File: src/verilog/dsos_cfg.svh
// constants and register map for the drive status output selector
// Notes on behaviour
// - codes 0-99 plain, 100-199 inverted, negatives add 100
// - four selectors: three general outputs, alarm relay
// - codes 33/133: ready after flux or start
// - codes 34/134: speed at or below low threshold
// - codes 35/135: torque above torque threshold
// - codes 36/136: position reached indication
// - codes 39/139: start-time tuning completed
// - codes 40/140: data trace completed
// - codes 41-43: feedback speed above own thresholds
// - in V/F mode feedback flags follow speed detect
// - running two: start on, or decelerating after
// - running two off with only pre-excite command
// - running two on while orientation command active
// - position control: running two follows servo-on
// - codes 97/197; major stops stage now, minor after stop
// - codes 98/198: fan fault or comm error
// - codes 99/199: alarm on major fault trip
`ifndef DSOS_CFG_SVH
`define DSOS_CFG_SVH

`define DSOS_OFS_SEL0 8'h00
`define DSOS_OFS_CTRL 8'h10
`define DSOS_OFS_THR_LOW 8'h14
`define DSOS_OFS_THR_TRQ 8'h18
`define DSOS_OFS_THR_FBK0 8'h1C
`define DSOS_OFS_FLAGS 8'h28
`define DSOS_OFS_IRQ_ST 8'h2C
`define DSOS_OFS_IRQ_MASK 8'h30

`define DSOS_CTRL_VF_BIT 0
`define DSOS_CTRL_POS_BIT 1

`define DSOS_RST_SEL_GEN 8'h00
`define DSOS_RST_SEL_ALARM 8'h63
`define DSOS_RST_THR 16'h0000
`define DSOS_RST_CTRL 2'h0
`define DSOS_RST_MASK 8'h00

`define DSOS_NEG_BASE 8'h64
`define DSOS_CODE_MAX 8'hC7
`define DSOS_CODE_READY_FLUX 8'h21
`define DSOS_CODE_LOW_SPEED 8'h22
`define DSOS_CODE_TORQUE 8'h23
`define DSOS_CODE_POSITION 8'h24
`define DSOS_CODE_TUNING 8'h27
`define DSOS_CODE_TRACE 8'h28
`define DSOS_CODE_FBK0 8'h29
`define DSOS_CODE_FBK1 8'h2A
`define DSOS_CODE_FBK2 8'h2B
`define DSOS_CODE_RUN_TWO 8'h2C
`define DSOS_CODE_MINOR_STOP 8'h61
`define DSOS_CODE_LIGHT 8'h62
`define DSOS_CODE_ALARM 8'h63

`define DSOS_RESP_OKAY 2'h0
`define DSOS_RESP_SLVERR 2'h2

`endif

File: src/verilog/dsos_pkg.sv
// types shared by the drive status output selector
package dsos_pkg;
	typedef struct packed {
		logic [3:0][7:0] sel;
		logic [1:0] ctrl;
		logic [15:0] thr_low;
		logic [15:0] thr_trq;
		logic [2:0][15:0] thr_fbk;
		logic [7:0] irq_st;
		logic [7:0] irq_mask;
		logic [7:0] ev_prev;
		logic minor_off;
		logic gate_en;
		logic irq;
		logic [3:0] term;
		logic awready;
		logic wready;
		logic bvalid;
		logic [1:0] bresp;
		logic arready;
		logic rvalid;
		logic [1:0] rresp;
		logic [31:0] rdata;
	} dsos_state_t;
endpackage : dsos_pkg

File: src/verilog/dsos_top.sv
// drive status output selector: flag mux, polarity, registers
//
// Implementation choices: the AXI4-Lite slave port and the register offsets.
`include "dsos_cfg.svh"

module dsos_top
	import dsos_pkg::*;
#(
	parameter int SPEED_W = 16 // width of speed and torque words
) (
	input wire logic aclk, // control clock
	input wire logic aresetn, // synchronous reset, active low
	input wire logic [7:0] s_axi_awaddr, // write address
	input wire logic s_axi_awvalid, // write address valid
	output logic s_axi_awready, // write address ready
	input wire logic [31:0] s_axi_wdata, // write data
	input wire logic [3:0] s_axi_wstrb, // write byte strobes
	input wire logic s_axi_wvalid, // write data valid
	output logic s_axi_wready, // write data ready
	output logic [1:0] s_axi_bresp, // write response
	output logic s_axi_bvalid, // write response valid
	input wire logic s_axi_bready, // write response ready
	input wire logic [7:0] s_axi_araddr, // read address
	input wire logic s_axi_arvalid, // read address valid
	output logic s_axi_arready, // read address ready
	output logic [31:0] s_axi_rdata, // read data
	output logic [1:0] s_axi_rresp, // read response
	output logic s_axi_rvalid, // read data valid
	input wire logic s_axi_rready, // read data ready
	input wire logic [SPEED_W-1:0] speed_feedback, // measured speed
	input wire logic [SPEED_W-1:0] motor_torque, // measured torque
	input wire logic [2:0] output_speed_detect, // V/F speed detectors
	input wire logic preexcite_enabled, // drive uses pre-excitation
	input wire logic preexcite_finished, // pre-excitation complete
	input wire logic output_active, // drive output started
	input wire logic position_reached_flag, // in-position
	input wire logic tuning_done_flag, // start-time tuning complete
	input wire logic trace_done_flag, // data trace complete
	input wire logic start_forward, // forward start signal
	input wire logic start_reverse, // reverse start signal
	input wire logic decelerating, // ramping down after start off
	input wire logic preexcite_command, // pre-excite / servo-on
	input wire logic orientation_command, // orientation input
	input wire logic fan_fault, // cooling fan fault
	input wire logic comm_error, // communication error alarm
	input wire logic minor_fault, // stop-after-decel fault
	input wire logic major_fault, // protective trip
	input wire logic motor_stopped, // speed reached standstill
	output logic general_output_one, // terminal 1
	output logic general_output_two, // terminal 2
	output logic general_output_three, // terminal 3
	output logic alarm_relay_output, // alarm relay terminal
	output logic power_stage_enable, // power stage gate enable
	output logic irq // level interrupt
);

	dsos_state_t st;
	dsos_state_t next_st;

	logic ready_after_flux;
	logic low_speed_flag;
	logic torque_over_flag;
	logic [2:0] feedback_speed;
	logic running_flag_two;
	logic light_fault_flag;
	logic minor_stop_fault_flag;
	logic [7:0] events;
	logic [3:0] term_flag;
	logic vf_mode;
	logic pos_mode;

	assign vf_mode = st.ctrl[`DSOS_CTRL_VF_BIT];
	assign pos_mode = st.ctrl[`DSOS_CTRL_POS_BIT];

	// flag sources
	always_comb begin
		ready_after_flux = preexcite_enabled ? preexcite_finished : output_active;
		low_speed_flag = (speed_feedback <= st.thr_low);
		torque_over_flag = (motor_torque > st.thr_trq);
		// speed mode: start/decel/orientation terms only; position mode: pre-excite command alone
		if (pos_mode) begin
			running_flag_two = preexcite_command;
		end else begin
			running_flag_two = start_forward | start_reverse | decelerating
				| orientation_command;
		end
		light_fault_flag = fan_fault | comm_error;
		minor_stop_fault_flag = minor_fault;
	end

	genvar gi;
	generate
		for (gi = 0; gi < 3; gi++) begin : g_fbk
			assign feedback_speed[gi] = vf_mode ? output_speed_detect[gi]
				: (speed_feedback > st.thr_fbk[gi]);
		end
	endgenerate

	assign events = {low_speed_flag, torque_over_flag, position_reached_flag, tuning_done_flag,
		trace_done_flag, minor_stop_fault_flag, light_fault_flag, major_fault};

	function automatic logic flag_of(input logic [7:0] code);
		logic [7:0] base;
		logic f;
		base = (code >= `DSOS_NEG_BASE) ? code - `DSOS_NEG_BASE : code;
		f = 1'b0;
		case (base)
			`DSOS_CODE_READY_FLUX: f = ready_after_flux;
			`DSOS_CODE_LOW_SPEED: f = low_speed_flag;
			`DSOS_CODE_TORQUE: f = torque_over_flag;
			`DSOS_CODE_POSITION: f = position_reached_flag;
			`DSOS_CODE_TUNING: f = tuning_done_flag;
			`DSOS_CODE_TRACE: f = trace_done_flag;
			`DSOS_CODE_FBK0: f = feedback_speed[0];
			`DSOS_CODE_FBK1: f = feedback_speed[1];
			`DSOS_CODE_FBK2: f = feedback_speed[2];
			`DSOS_CODE_RUN_TWO: f = running_flag_two;
			`DSOS_CODE_MINOR_STOP: f = minor_stop_fault_flag;
			`DSOS_CODE_LIGHT: f = light_fault_flag;
			`DSOS_CODE_ALARM: f = major_fault;
			default: f = 1'b0;
		endcase
		// inverted half of the code space
		return (code >= `DSOS_NEG_BASE) ? ~f : f;
	endfunction : flag_of

	// a negative word folds onto the inverted range; out of range writes are ignored
	function automatic logic [8:0] decode_sel(input logic [31:0] v);
		logic [31:0] mag;
		logic [8:0] r;
		mag = -v;
		r = 9'h000;
		if (v[31]) begin
			if (mag < 32'h0000_0064) begin
				r = {1'b1, mag[7:0] + `DSOS_NEG_BASE};
			end
		end else if (v <= 32'h0000_00C7) begin
			r = {1'b1, v[7:0]};
		end
		return r;
	endfunction : decode_sel

	function automatic logic [31:0] merge(input logic [31:0] old, input logic [31:0] d,
		input logic [3:0] be);
		logic [31:0] r;
		r = old;
		for (int b = 0; b < 4; b++) begin
			if (be[b]) begin
				r[b*8 +: 8] = d[b*8 +: 8];
			end
		end
		return r;
	endfunction : merge

	generate
		for (gi = 0; gi < 4; gi++) begin : g_term
			// flag_of reads the flag nets directly, so a process must track them
			always_comb begin
				term_flag[gi] = flag_of(st.sel[gi]);
			end
		end
	endgenerate

	logic wr_go;
	logic rd_go;
	logic [5:0] wr_idx;
	logic [5:0] rd_idx;
	assign wr_go = st.awready & s_axi_awvalid & st.wready & s_axi_wvalid;
	assign rd_go = st.arready & s_axi_arvalid;
	assign wr_idx = s_axi_awaddr[7:2];
	assign rd_idx = s_axi_araddr[7:2];

	always_comb begin
		logic [31:0] cur;
		logic [31:0] wv;
		logic [8:0] dec;
		logic rd_clear;
		cur = 32'h0000_0000;
		wv = 32'h0000_0000;
		dec = 9'h000;
		rd_clear = 1'b0;
		next_st = st;

		next_st.term = term_flag;
		// major trips at once; minor waits for standstill, then holds off
		next_st.minor_off = minor_fault & (motor_stopped | st.minor_off);
		next_st.gate_en = ~major_fault & ~(minor_fault & (motor_stopped | st.minor_off));
		next_st.ev_prev = events;

		// address and data are taken together, one write in flight
		next_st.awready = ~st.awready & ~st.bvalid & s_axi_awvalid & s_axi_wvalid;
		next_st.wready = ~st.wready & ~st.bvalid & s_axi_awvalid & s_axi_wvalid;
		if (st.bvalid & s_axi_bready) begin
			next_st.bvalid = 1'b0;
		end
		if (wr_go) begin
			next_st.awready = 1'b0;
			next_st.wready = 1'b0;
			next_st.bvalid = 1'b1;
			next_st.bresp = `DSOS_RESP_OKAY;
			case ({wr_idx, 2'b00})
				`DSOS_OFS_SEL0, `DSOS_OFS_SEL0 + 8'h04, `DSOS_OFS_SEL0 + 8'h08,
				`DSOS_OFS_SEL0 + 8'h0C: begin
					wv = merge({24'h00_0000, st.sel[wr_idx[1:0]]}, s_axi_wdata, s_axi_wstrb);
					if (s_axi_wstrb != 4'hF) begin
						wv = {24'h00_0000, wv[7:0]};
					end
					dec = decode_sel(wv);
					if (dec[8]) begin
						next_st.sel[wr_idx[1:0]] = dec[7:0];
					end
				end
				`DSOS_OFS_CTRL: next_st.ctrl = s_axi_wstrb[0] ? s_axi_wdata[1:0] : st.ctrl;
				`DSOS_OFS_THR_LOW: begin
					wv = merge({16'h0000, st.thr_low}, s_axi_wdata, s_axi_wstrb);
					next_st.thr_low = wv[15:0];
				end
				`DSOS_OFS_THR_TRQ: begin
					wv = merge({16'h0000, st.thr_trq}, s_axi_wdata, s_axi_wstrb);
					next_st.thr_trq = wv[15:0];
				end
				`DSOS_OFS_THR_FBK0, `DSOS_OFS_THR_FBK0 + 8'h04, `DSOS_OFS_THR_FBK0 + 8'h08: begin
					wv = merge({16'h0000, st.thr_fbk[wr_idx - 6'h07]}, s_axi_wdata, s_axi_wstrb);
					next_st.thr_fbk[wr_idx - 6'h07] = wv[15:0];
				end
				`DSOS_OFS_IRQ_MASK: begin
					next_st.irq_mask = s_axi_wstrb[0] ? s_axi_wdata[7:0] : st.irq_mask;
				end
				`DSOS_OFS_FLAGS, `DSOS_OFS_IRQ_ST: ;
				default: next_st.bresp = `DSOS_RESP_SLVERR;
			endcase
		end

		next_st.arready = ~st.arready & ~st.rvalid & s_axi_arvalid;
		if (st.rvalid & s_axi_rready) begin
			next_st.rvalid = 1'b0;
		end
		if (rd_go) begin
			next_st.arready = 1'b0;
			next_st.rvalid = 1'b1;
			next_st.rresp = `DSOS_RESP_OKAY;
			case ({rd_idx, 2'b00})
				`DSOS_OFS_SEL0, `DSOS_OFS_SEL0 + 8'h04, `DSOS_OFS_SEL0 + 8'h08,
				`DSOS_OFS_SEL0 + 8'h0C: cur = {24'h00_0000, st.sel[rd_idx[1:0]]};
				`DSOS_OFS_CTRL: cur = {30'h0000_0000, st.ctrl};
				`DSOS_OFS_THR_LOW: cur = {16'h0000, st.thr_low};
				`DSOS_OFS_THR_TRQ: cur = {16'h0000, st.thr_trq};
				`DSOS_OFS_THR_FBK0, `DSOS_OFS_THR_FBK0 + 8'h04, `DSOS_OFS_THR_FBK0 + 8'h08:
					cur = {16'h0000, st.thr_fbk[rd_idx - 6'h07]};
				`DSOS_OFS_FLAGS: cur = {14'h0000, running_flag_two, feedback_speed,
					ready_after_flux, st.gate_en, st.term, events};
				`DSOS_OFS_IRQ_ST: begin
					cur = {24'h00_0000, st.irq_st};
					rd_clear = 1'b1;
				end
				`DSOS_OFS_IRQ_MASK: cur = {24'h00_0000, st.irq_mask};
				default: next_st.rresp = `DSOS_RESP_SLVERR;
			endcase
			next_st.rdata = cur;
		end

		// a new rising edge in the clearing cycle still lands
		next_st.irq_st = (rd_clear ? 8'h00 : st.irq_st) | (events & ~st.ev_prev);
		next_st.irq = |(next_st.irq_st & next_st.irq_mask);
	end

	always_ff @(posedge aclk) begin
		if (!aresetn) begin
			st <= '0;
			st.sel[0] <= `DSOS_RST_SEL_GEN;
			st.sel[1] <= `DSOS_RST_SEL_GEN;
			st.sel[2] <= `DSOS_RST_SEL_GEN;
			st.sel[3] <= `DSOS_RST_SEL_ALARM;
			st.ctrl <= `DSOS_RST_CTRL;
			st.thr_low <= `DSOS_RST_THR;
			st.thr_trq <= `DSOS_RST_THR;
			st.thr_fbk <= '0;
			st.irq_mask <= `DSOS_RST_MASK;
		end else begin
			st <= next_st;
		end
	end

	assign general_output_one = st.term[0];
	assign general_output_two = st.term[1];
	assign general_output_three = st.term[2];
	assign alarm_relay_output = st.term[3];
	assign power_stage_enable = st.gate_en;
	assign irq = st.irq;
	assign s_axi_awready = st.awready;
	assign s_axi_wready = st.wready;
	assign s_axi_bvalid = st.bvalid;
	assign s_axi_bresp = st.bresp;
	assign s_axi_arready = st.arready;
	assign s_axi_rvalid = st.rvalid;
	assign s_axi_rresp = st.rresp;
	assign s_axi_rdata = st.rdata;
endmodule : dsos_top

File: config.mk
export PLATFORM = sky130hd
export DESIGN_NAME = dsos_top
export DESIGN_NICKNAME = d
export VERILOG_FILES = /design/src/verilog/dsos_pkg.sv /design/src/verilog/dsos_top.sv
export VERILOG_INCLUDE_DIRS = /design/src /design/src/verilog
export SDC_FILE = /design/constraint.sdc
export NUM_CORES = 1
export LEC_CHECK = 0
export BUFFER_PORTS_ARGS = -buffer_cell sky130_fd_sc_hd__buf_4
export CAP_MARGIN = 15
export CELL_PAD_IN_SITES_DETAIL_PLACEMENT = 1
export CELL_PAD_IN_SITES_GLOBAL_PLACEMENT = 1
export CORE_MARGIN = 5
export CORE_UTILIZATION = 44
export CTS_CLUSTER_SIZE = 14
export DETAILED_ROUTE_END_ITERATION = 12
export HOLD_SLACK_MARGIN = 0.08
export PLACE_DENSITY_LB_ADDON = 0.3
export SYNTH_ARGS = -nofsm -noshare
export SYNTH_HDL_FRONTEND = slang
export SYNTH_SLANG_ARGS = --single-unit
File: constraint.sdc
create_clock -name aclk -period 5.3 [get_ports aclk]
set_input_delay 0 -clock aclk [delete_from_list [all_inputs] [get_ports aclk]]
set_output_delay 0 -clock aclk [all_outputs]
set_load 0.01 [all_outputs]
==> run metrics, run 1 <==
Fin. Hold Viols=0; Total Die Area=34,060 um^2; Worst setup SP type=flop; share of layout cells above drive strength 1=0.1303; vias in the first global route=14.38k; total of max-cap violations=0; worst slew pin tran=1174 ps; Slew Viols, Final=0; initial antenna violation count=0; Slew Limit Headroom=0.2173; Worst Hold Class=input port to flop; worst r2r path cells=12; TritonCTS Buffers=17; Final Net Count=2,031; CP Capture Type=flop; mux share of post-synthesis cell area=0.1064; vias per cell=6.343; register area share after synthesis=0.2539; # port buffers=136; Die Span Y=184.5 um; worst hold path startpoint=s_axi_wdata[11]; Hold Path Stages=5; reg2reg end=st[177]; CP Class=flop to flop; first-pass GRT wire length=81.88 mm; number of cells on the critical path=12; largest net degree at the start of global routing=78; prevailing post-synth register cell=dfxtp_1; # H-tree levels=4; fin cells=2,231; cell area after synthesis=13,410 um^2; synth unique cells=88; DRC Markers=0; Leakage=5.843 nW; PwrDens=206.5 nW/um^2; Crit path required time=5640 ps; Synth Area in Adders=0.09334; complex-gate fraction of the synthesized area=0.2372; RSZ-0062 raised after global routing=false; Max VDD drop=0.2469 mV; Routed WL=53.51 mm; Core Region=30,350 um^2; CP cell instances=mux4_2 -> mux2i_4 -> ha_1 -> o221ai_1 -> or3_1 -> o41ai_1 -> o211ai_1 -> nor4b_1 -> and2_1 -> nand3_1 -> o21a_1 -> o221a_1; Critical-path top delay cell=mux4_2; Die Wd=184.5 um; Synth Instances=1,733; Async SR Flop Fraction=0; GPL Wtd Cong=0.9230; final core utilization=0.5074; syn avg cell area=7.735 um^2; Seq cells post-synth=170; postcts setup bufs=0; Reg2Reg Launch Point=st[162]; Setup TNS Final=0 ps; clk slew on worst S/H paths=70 ps; drt initial violations=1,479; via count=14.15k; final setup violating endpoints=0; Clk Latency, worst-skew pair=460 ps; Final Critical Period=4484 ps; largest family of logic cells by synthesized area=compound AO/OA/AOI/OAI gates; Synth Area in XOR/XNOR=0.004573; CTS tree=built; status=finished, final reports clean; max incr delay on CP=540 ps; Layout Skew=10.35 ps; DRT antenna net count=0; WHS=103.9 ps; CTS Sinks=170; Final HPWL DP=40.10 mm; Initial Util=0.4417; Synth Area in Simple Gates=0.2210; worst hold path endpoint=st[147]; drt pass-1 iters=6; Clock Tree Root=clkbuf_16; GRT Residual Overflow=0; family with the most delay on the worst path=compound AO/OA/AOI/OAI gates; all-layer global routing usage=0.3074; dpl cells=2,163; EDFF count, synth=0; CP Data Arrival Time=4830 ps; R2R Setup Slk=820 ps; Area growth syn-to-layout=14.88%; clock buffer depth=2; Synthesis Warnings=0; Buf/Inv on CP=0; Max FO, Critical Path=12; Max Clk Rate=223.0 MHz; # IOs=157; per-cell routed wire length=23.99 um; row count=64; period utilisation layout=0.8461
timing repair:
action | 4_1_cts | 5_1_grt
endpoints found under the hold margin | 88 | 0
resized for setup | 0 | 0
hold buffers | 35 | 0
registers in the layout, summed over array words and instances, names as in the netlist:
name                  count
s_axi_bresp               1
irq                       1
s_axi_rresp               1
s_axi_bvalid              1
power_stage_enable        1
general_output_three      1
pos_mode                  1
general_output_two        1
general_output_one        1
s_axi_arready             1
s_axi_rvalid              1
s_axi_rdata              18
st                      138
alarm_relay_output        1
s_axi_awready             1
s_axi_wready              1
worst max path at each step:
stage	start	to	slack, ps
after floorplan	st[178]	st[183]	1590
after global placement	s_axi_awaddr[2]	st[185]	1060
after detailed placement	s_axi_awaddr[2]	st[177]	840
after CTS	st[162]	st[177]	840
after global routing	st[162]	st[177]	510
final	st[162]	st[177]	820
report_power, final:
group          internal, W  switching, W
combinational     0.000207      0.000349
sequential         0.00129    0.00000814
clock             0.000718      0.000610
total              0.00221      0.000967
cells in the final DEF, fill, tap and decap left out, types with 13 or more instances in the layout:
cell type,n
and3_1,18
ha_1,100
nand4_1,34
mux2i_1,104
dfxtp_1,170
nand3_1,56
buf_4,150
a31oi_1,17
clkbuf_16,17
nor3_1,31
a21o_1,25
dlygate4sd3_1,35
a211oi_1,13
a21oi_1,146
and2_1,25
conb_1,16
inv_1,120
nor4_1,14
a221oi_1,20
nand2b_1,16
o21a_1,20
o21ai_0,69
a22oi_1,29
nor2b_1,21
nor2_1,211
nand2_1,121
per-stage QoR:
stage,worst slack [ps],total power [W],area (um^2)
floorplan,1592,0.001630,13460
global placement,1065,0.001827,14450
detailed placement,840.3,0.001844,14450
CTS,835.3,0.003167,15400
global route,510.2,0.003278,15400
finish,815.6,0.003180,15400
synthesized netlist by cell type (13+ instances only):
cell type	count	area share
a211oi_1	13	0.0073
a21o_1	25	0.014
a21oi_1	146	0.055
a221oi_1	20	0.013
a22oi_1	29	0.016
a31oi_1	17	0.0079
and2_1	25	0.012
and3_1	18	0.0084
buf_4	37	0.021
clkbuf_1	86	0.024
dfxtp_1	170	0.25
ha_1	100	0.093
inv_1	120	0.034
mux2i_1	104	0.078
nand2_1	121	0.034
nand2b_1	16	0.0075
nand3_1	56	0.021
nand4_1	34	0.016
nor2_1	211	0.059
nor2b_1	21	0.0098
nor3_1	31	0.012
nor4_1	14	0.0065
o21a_1	20	0.011
o21ai_0	70	0.026
layout make-up:
cell class	count	area, um^2
multi-input combinational	1321	8946
inverter	126	475.5
sequential	170	3403
clock buffer	18	439.2
fill	3796	14950
clock inverter	14	161.4
antenna	1	2.502
timing repair buffer	185	1476
tap	396	495.5
kinds of logic (layout without fill, tap and decap cells):
logic type,Yosys count,after routing
AO/OA/AOI/OAI,470,470
XOR/XNOR,7,7
adder cells (fa/ha/maj),100,100
buffers and inverters,257,343
flip-flops,170,170
multiplexers,124,124
other,1,17
AND/OR/NAND/NOR,604,604
routing by layer:
layer / GRT usage / share of wire / vias to the layer above
met5: 0 / 0 / -
met4: 0.1165 / 0.036 / 0
met3: 0.04658 / 0.065 / 117
met2: 0.5223 / 0.48 / 609
met1: 0.3940 / 0.42 / 6998
li1: - / - / 6428
worst register-to-register path, delay by kind of cell, from the launching register on:
kind	cells	cell delay, ps
multiplexers	2	790
AO/OA/AOI/OAI	5	1520
AND/OR/NAND/NOR	4	1270
adder cells (fa/ha/maj)	1	320
flip-flops	1	470
No activity file was read; power rests on OpenSTA's default activity.
==> inputs of run 2 (changes only) <==
CORE_UTILIZATION = 40   (was 44)
clock period = 3.83 ns   (was 5.3 ns; I/O delays follow)
==> run 2 against run 1 <==
Against the previous run:
- total power grew 36%
- clock power grew 28%
- via count grew 0.99%
- design area is 4.0% higher
- largest power group is now sequential cells
- highest routed layer unchanged
==> run metrics, run 2 (synthesized netlist as in run 1, its figures left out) <==
worst hold path endpoint=st[148]; Routed WL=55.02 mm; initial antenna violation count=1; WHS=116.0 ps; CP startpoint=st[178]; # port buffers=136; Worst setup SP type=flop; most common cell after layout, fill and taps aside=nor2_1; Crit path required time=4180 ps; GPL Wtd Cong=0.9540; R2R Setup Slk=150 ps; Final Critical Period=3677 ps; Max VDD drop=0.3372 mV; status=finished, final reports clean; Core Region=33,280 um^2; period utilisation layout=0.9600; postcts setup bufs=0; vias per cell=6.105; CP Class=flop to flop; final core utilization=0.4811; dpl cells=2,273; final setup violating endpoints=0; via count=14.29k; total of max-cap violations=0; worst r2r path cells=12; CTS Sinks=170; all-layer global routing usage=0.2881; Fin. Hold Viols=0; Reg2Reg Launch Point=st[178]; Die Wd=193.1 um; Hold Path Stages=5; Slew Viols, Final=0; Finished Cell Area=16,010 um^2; Final Net Count=2,089; reg2reg end=st[185]; Slew Limit Headroom=0.2599; RSZ-0062 raised after global routing=false; clk slew on worst S/H paths=70 ps; DRT antenna net count=0; Initial Util=0.4028; Biggest register=st; TritonCTS Buffers=17; fin cells=2,341; routed wl met2=26.37 mm; PwrDens=269.5 nW/um^2; worst slew pin tran=1110 ps; Final HPWL DP=42.00 mm; commonest cells after routing, fill and taps aside=211 x nor2_1, 206 x buf_4, 170 x dfxtp_1, 146 x a21oi_1, 121 x nand2_1; drt pass-1 iters=6; DRT met1 WL=23.87 mm; total power=0.004316 W; share of layout cells above drive strength 1=0.1633; drt initial violations=1,226; largest net degree at the start of global routing=91; # IOs=157; Worst Hold Class=input port to flop; Max FO, Critical Path=5; CP Data Arrival Time=4030 ps; clock buffer depth=2; Max Used Layer=met4; worst hold path startpoint=s_axi_wdata[12]; Max Clk Rate=272.0 MHz; Total Die Area=37,270 um^2; CP Capture Type=flop; Leakage=6.168 nW; Clk Latency, worst-skew pair=460 ps; Area growth syn-to-layout=19.43%; GRT Residual Overflow=0; first-pass GRT wire length=83.15 mm; Post-DP Area=14,960 um^2; routed length on met3=2.859 mm; row count=67; max reg flops=138; # H-tree levels=4; DRC Markers=0; vias in the first global route=14.35k; Clock Tree Root=clkbuf_16; # fillers=4,092; Layout Skew=14.18 ps; Die Span Y=193.1 um; per-cell routed wire length=23.50 um; CTS tree=built
==> run 2: cell types whose count changed in the layout (fill, tap and decap cells not counted), sizes merged <==
cell | previous run | this run
clkinvlp | 4 | 0
clkinv | 5 | 10
clkbuf | 18 | 21
bufinv | 2 | 0
buf | 150 | 208
inv | 129 | 127
==> run 2: critical path: stages, from the launching register on <==
cell	delay (ps)
dfxtp_1	330
mux4_2	500
mux2i_4	160
ha_1	210
o221ai_1	170
or3_4	440
nor3_2	160
mux2i_1	300
and4b_1	280
nor4bb_4	260
nand3_2	190
o21a_1	280
o221a_2	300
==> run 2: worst max-delay path by stage <==
stage                         end  slack, ps  cells after the start
after floorplan           st[183]        120                     14
after global placement    st[185]         40                     12
after detailed placement  st[185]        -80                     12
after CTS                 st[175]         20                     14
after global routing      st[176]          8                     14
final                     st[185]        150                     12
==> run 2: area by class of cell <==
cell class / instances / area [um^2] / area share
multi-input cells: 1321 / 9082 / 0.5673
inverters: 126 / 475.5 / 0.02970
flip-flops and latches: 170 / 3403 / 0.2126
diodes: 1 / 2.502 / 0.0001563
clock buffers: 21 / 470.5 / 0.02938
repair buffers: 243 / 1928 / 0.1204
clock inverters: 11 / 87.58 / 0.005470
well taps: 448 / 560.5 / 0.03501
==> run 2: per-stage QoR <==
step	worst slack [ps]	setup TNS (ps)
2_1_floorplan	122.1	0
3_3_place_gp	35.82	0
3_5_place_dp	-80.41	-670.2
4_1_cts	22.64	0
5_1_grt	7.922	0
6_report	153.1	0
==> run 2: power by group <==
part | switching (W) | total [W] | internal (W)
Sequential | 0.0000113 | 0.00179 | 0.00178
Clock | 0.000812 | 0.00170 | 0.000892
Combinational | 0.000502 | 0.000818 | 0.000316
==> run 2: timing repair <==
action	in CTS	in global routing
endpoints found under the setup margin	26	31
pin swaps	1	5
endpoints found under the hold margin	91	0
gates resized for setup	4	19
hold buffers	35	0
==> run 2: routing by layer <==
metal / track usage / up-vias
met2: 0.4907 / 483
li1: - / 6562
met5: 0 / -
met4: 0.1092 / 0
met3: 0.03745 / 116
met1: 0.3730 / 7131
==> inputs of run 3 (changes only) <==
BUFFER_PORTS_ARGS = -buffer_cell sky130_fd_sc_hd__buf_2   (was -buffer_cell sky130_fd_sc_hd__buf_4)
==> run 3 against run 2 <==
Against the previous run:
- global-route usage hardly changed
- largest cell class unchanged
- first-iteration DRC count fell by 10%
- via count grew 0.10%
- design area down 3.1%
- critical path depth stayed put
- final cell count shrank 0.47%
- routed wire length shrank 0.50%
- sequential share of layout area increased by 0.69 points
- maximum frequency increased by 0.55%
- clock skew shrank 1.5 ps
- critical path type unchanged
==> run metrics, run 3 (synthesized netlist as in run 1, its figures left out) <==
Area growth syn-to-layout=15.69%; setup ws final=173.3 ps; worst r2r path cells=12; Clk Latency, worst-skew pair=450 ps; Max VDD drop=0.3339 mV; DRT antenna net count=0; CP Capture Type=flop; CP Class=flop to flop; CP Data Arrival Time=4000 ps; max incr delay on CP=490 ps; Max FO, Critical Path=5; Die Wd=193.1 um; Reg2Reg Launch Point=st[170]; Max Clk Rate=273.5 MHz; most common cell after layout, fill and taps aside=nor2_1; worst hold path startpoint=s_axi_wdata[14]; initial antenna violation count=4; CTS Sinks=170; Worst setup SP type=flop; # port buffers=136; CP startpoint=st[170]; vias in the first global route=14.29k; worst slew pin tran=977.9 ps; final core utilization=0.4660; Core Region=33,280 um^2; total of max-cap violations=0; Final Critical Period=3657 ps; Fin. Hold Viols=0; all-layer global routing usage=0.2878; Slew Limit Headroom=0.3481; Post-DP Area=14,580 um^2; WHS=101.5 ps; via count=14.31k; RSZ-0062 raised after global routing=true; Clock Tree Root=clkbuf_16; Layout Skew=12.65 ps; max reg flops=138; Slew Viols, Final=0; Antenna diodes=0; Biggest register=st; pre-CTS setup slack=-77.89 ps; Total Die Area=37,270 um^2; vias per cell=6.140; Die Span Y=193.1 um; drt initial violations=1,101; Hold Path Stages=5; Worst Hold Class=input port to flop; share of layout cells above drive strength 1=0.1647; clock buffer depth=2; Final Net Count=2,079; Critical-path top delay cell=mux4_2; CP cell instances=mux4_2 -> mux2i_4 -> ha_1 -> o221ai_2 -> or3_4 -> nor3_1 -> mux2i_1 -> and4b_1 -> nor4bb_4 -> nand3_2 -> o21a_1 -> o221a_2; CTS tree=built; per-cell routed wire length=23.50 um; # IOs=157; largest net degree at the start of global routing=83; clk slew on worst S/H paths=70 ps; Finished Cell Area=15,510 um^2; # H-tree levels=4; final setup violating endpoints=0; status=finished, final reports clean; Leakage=6.000 nW; Final HPWL DP=41.71 mm; row count=67; DRC Markers=0; Crit path required time=4170 ps; Routed WL=54.75 mm; GPL Wtd Cong=0.9666; PwrDens=272.9 nW/um^2; GRT Residual Overflow=0; drt pass-1 iters=5; first-pass GRT wire length=82.88 mm; Initial Util=0.4028; TritonCTS Buffers=17; period utilisation layout=0.9548; commonest cells after routing, fill and taps aside=211 x nor2_1, 170 x dfxtp_1, 145 x a21oi_1, 136 x buf_2, 121 x nand2_1
==> run 3: path summary, 6_finish.rpt <==
path	to	slack, ps
max	st[185]	170
min	st[150]	100
max reg2reg	st[185]	170
min reg2reg	s_axi_rdata[16]	460
==> run 3: timing repair <==
| item | CTS | global route |
|---|---|---|
| pin swaps | 1 | 2 |
| setup endpoints to repair | 24 | 31 |
| hold buffers | 26 | 0 |
| endpoints found under the hold margin | 46 | 0 |
| buffers inserted | 1 | 1 |
| gates resized for setup | 3 | 15 |
==> run 3: power by group <==
group,total [W],switching [W],internal (W),leakage (nW)
combinational,0.000773,0.000498,0.000275,4.36
clock,0.00167,0.000796,0.000870,0.263
sequential,0.00179,0.0000106,0.00178,1.37
total,0.00423,0.00131,0.00293,6.00
==> run 3: layout make-up <==
type | count | area [um^2]
clock buffers | 20 | 456.7
clock inverters | 12 | 93.84
fillers | 4163 | 17770
inverters | 126 | 475.5
multi-input cells | 1321 | 9045
flip-flops and latches | 170 | 3403
well taps | 448 | 560.5
repair buffers | 233 | 1474
==> run 3: metrics by stage <==
stage | std cells | total power (W) | setup TNS, ps
2_1_floorplan | 1748 | 0.002256 | 0
3_3_place_gp | 2269 | 0.002533 | -7.761
3_5_place_dp | 2269 | 0.002553 | -734.6
4_1_cts | 2328 | 0.004229 | 0
5_1_grt | 2330 | 0.004388 | -677.9
6_report | 2330 | 0.004233 | 0
==> run 3: layer usage <==
| metal | wire length, um | global-route usage | share of wire | up-vias |
|---|---|---|---|---|
| li1 | - | - | - | 6540 |
| met1 | 23790 | 0.3818 | 0.43 | 7096 |
| met2 | 25720 | 0.4842 | 0.47 | 555 |
| met3 | 3329 | 0.03511 | 0.061 | 112 |
| met4 | 1883 | 0.1024 | 0.034 | 4 |
| met5 | 27 | 0 | 0.00049 | - |
==> run 3: worst max-delay path, delay by kind of cell, from the launching register on <==
family / cells / cell delay (ps)
simple gates: 5 / 1350
compound gates: 3 / 760
flops: 1 / 320
mux: 3 / 920
fa+ha+maj: 1 / 210
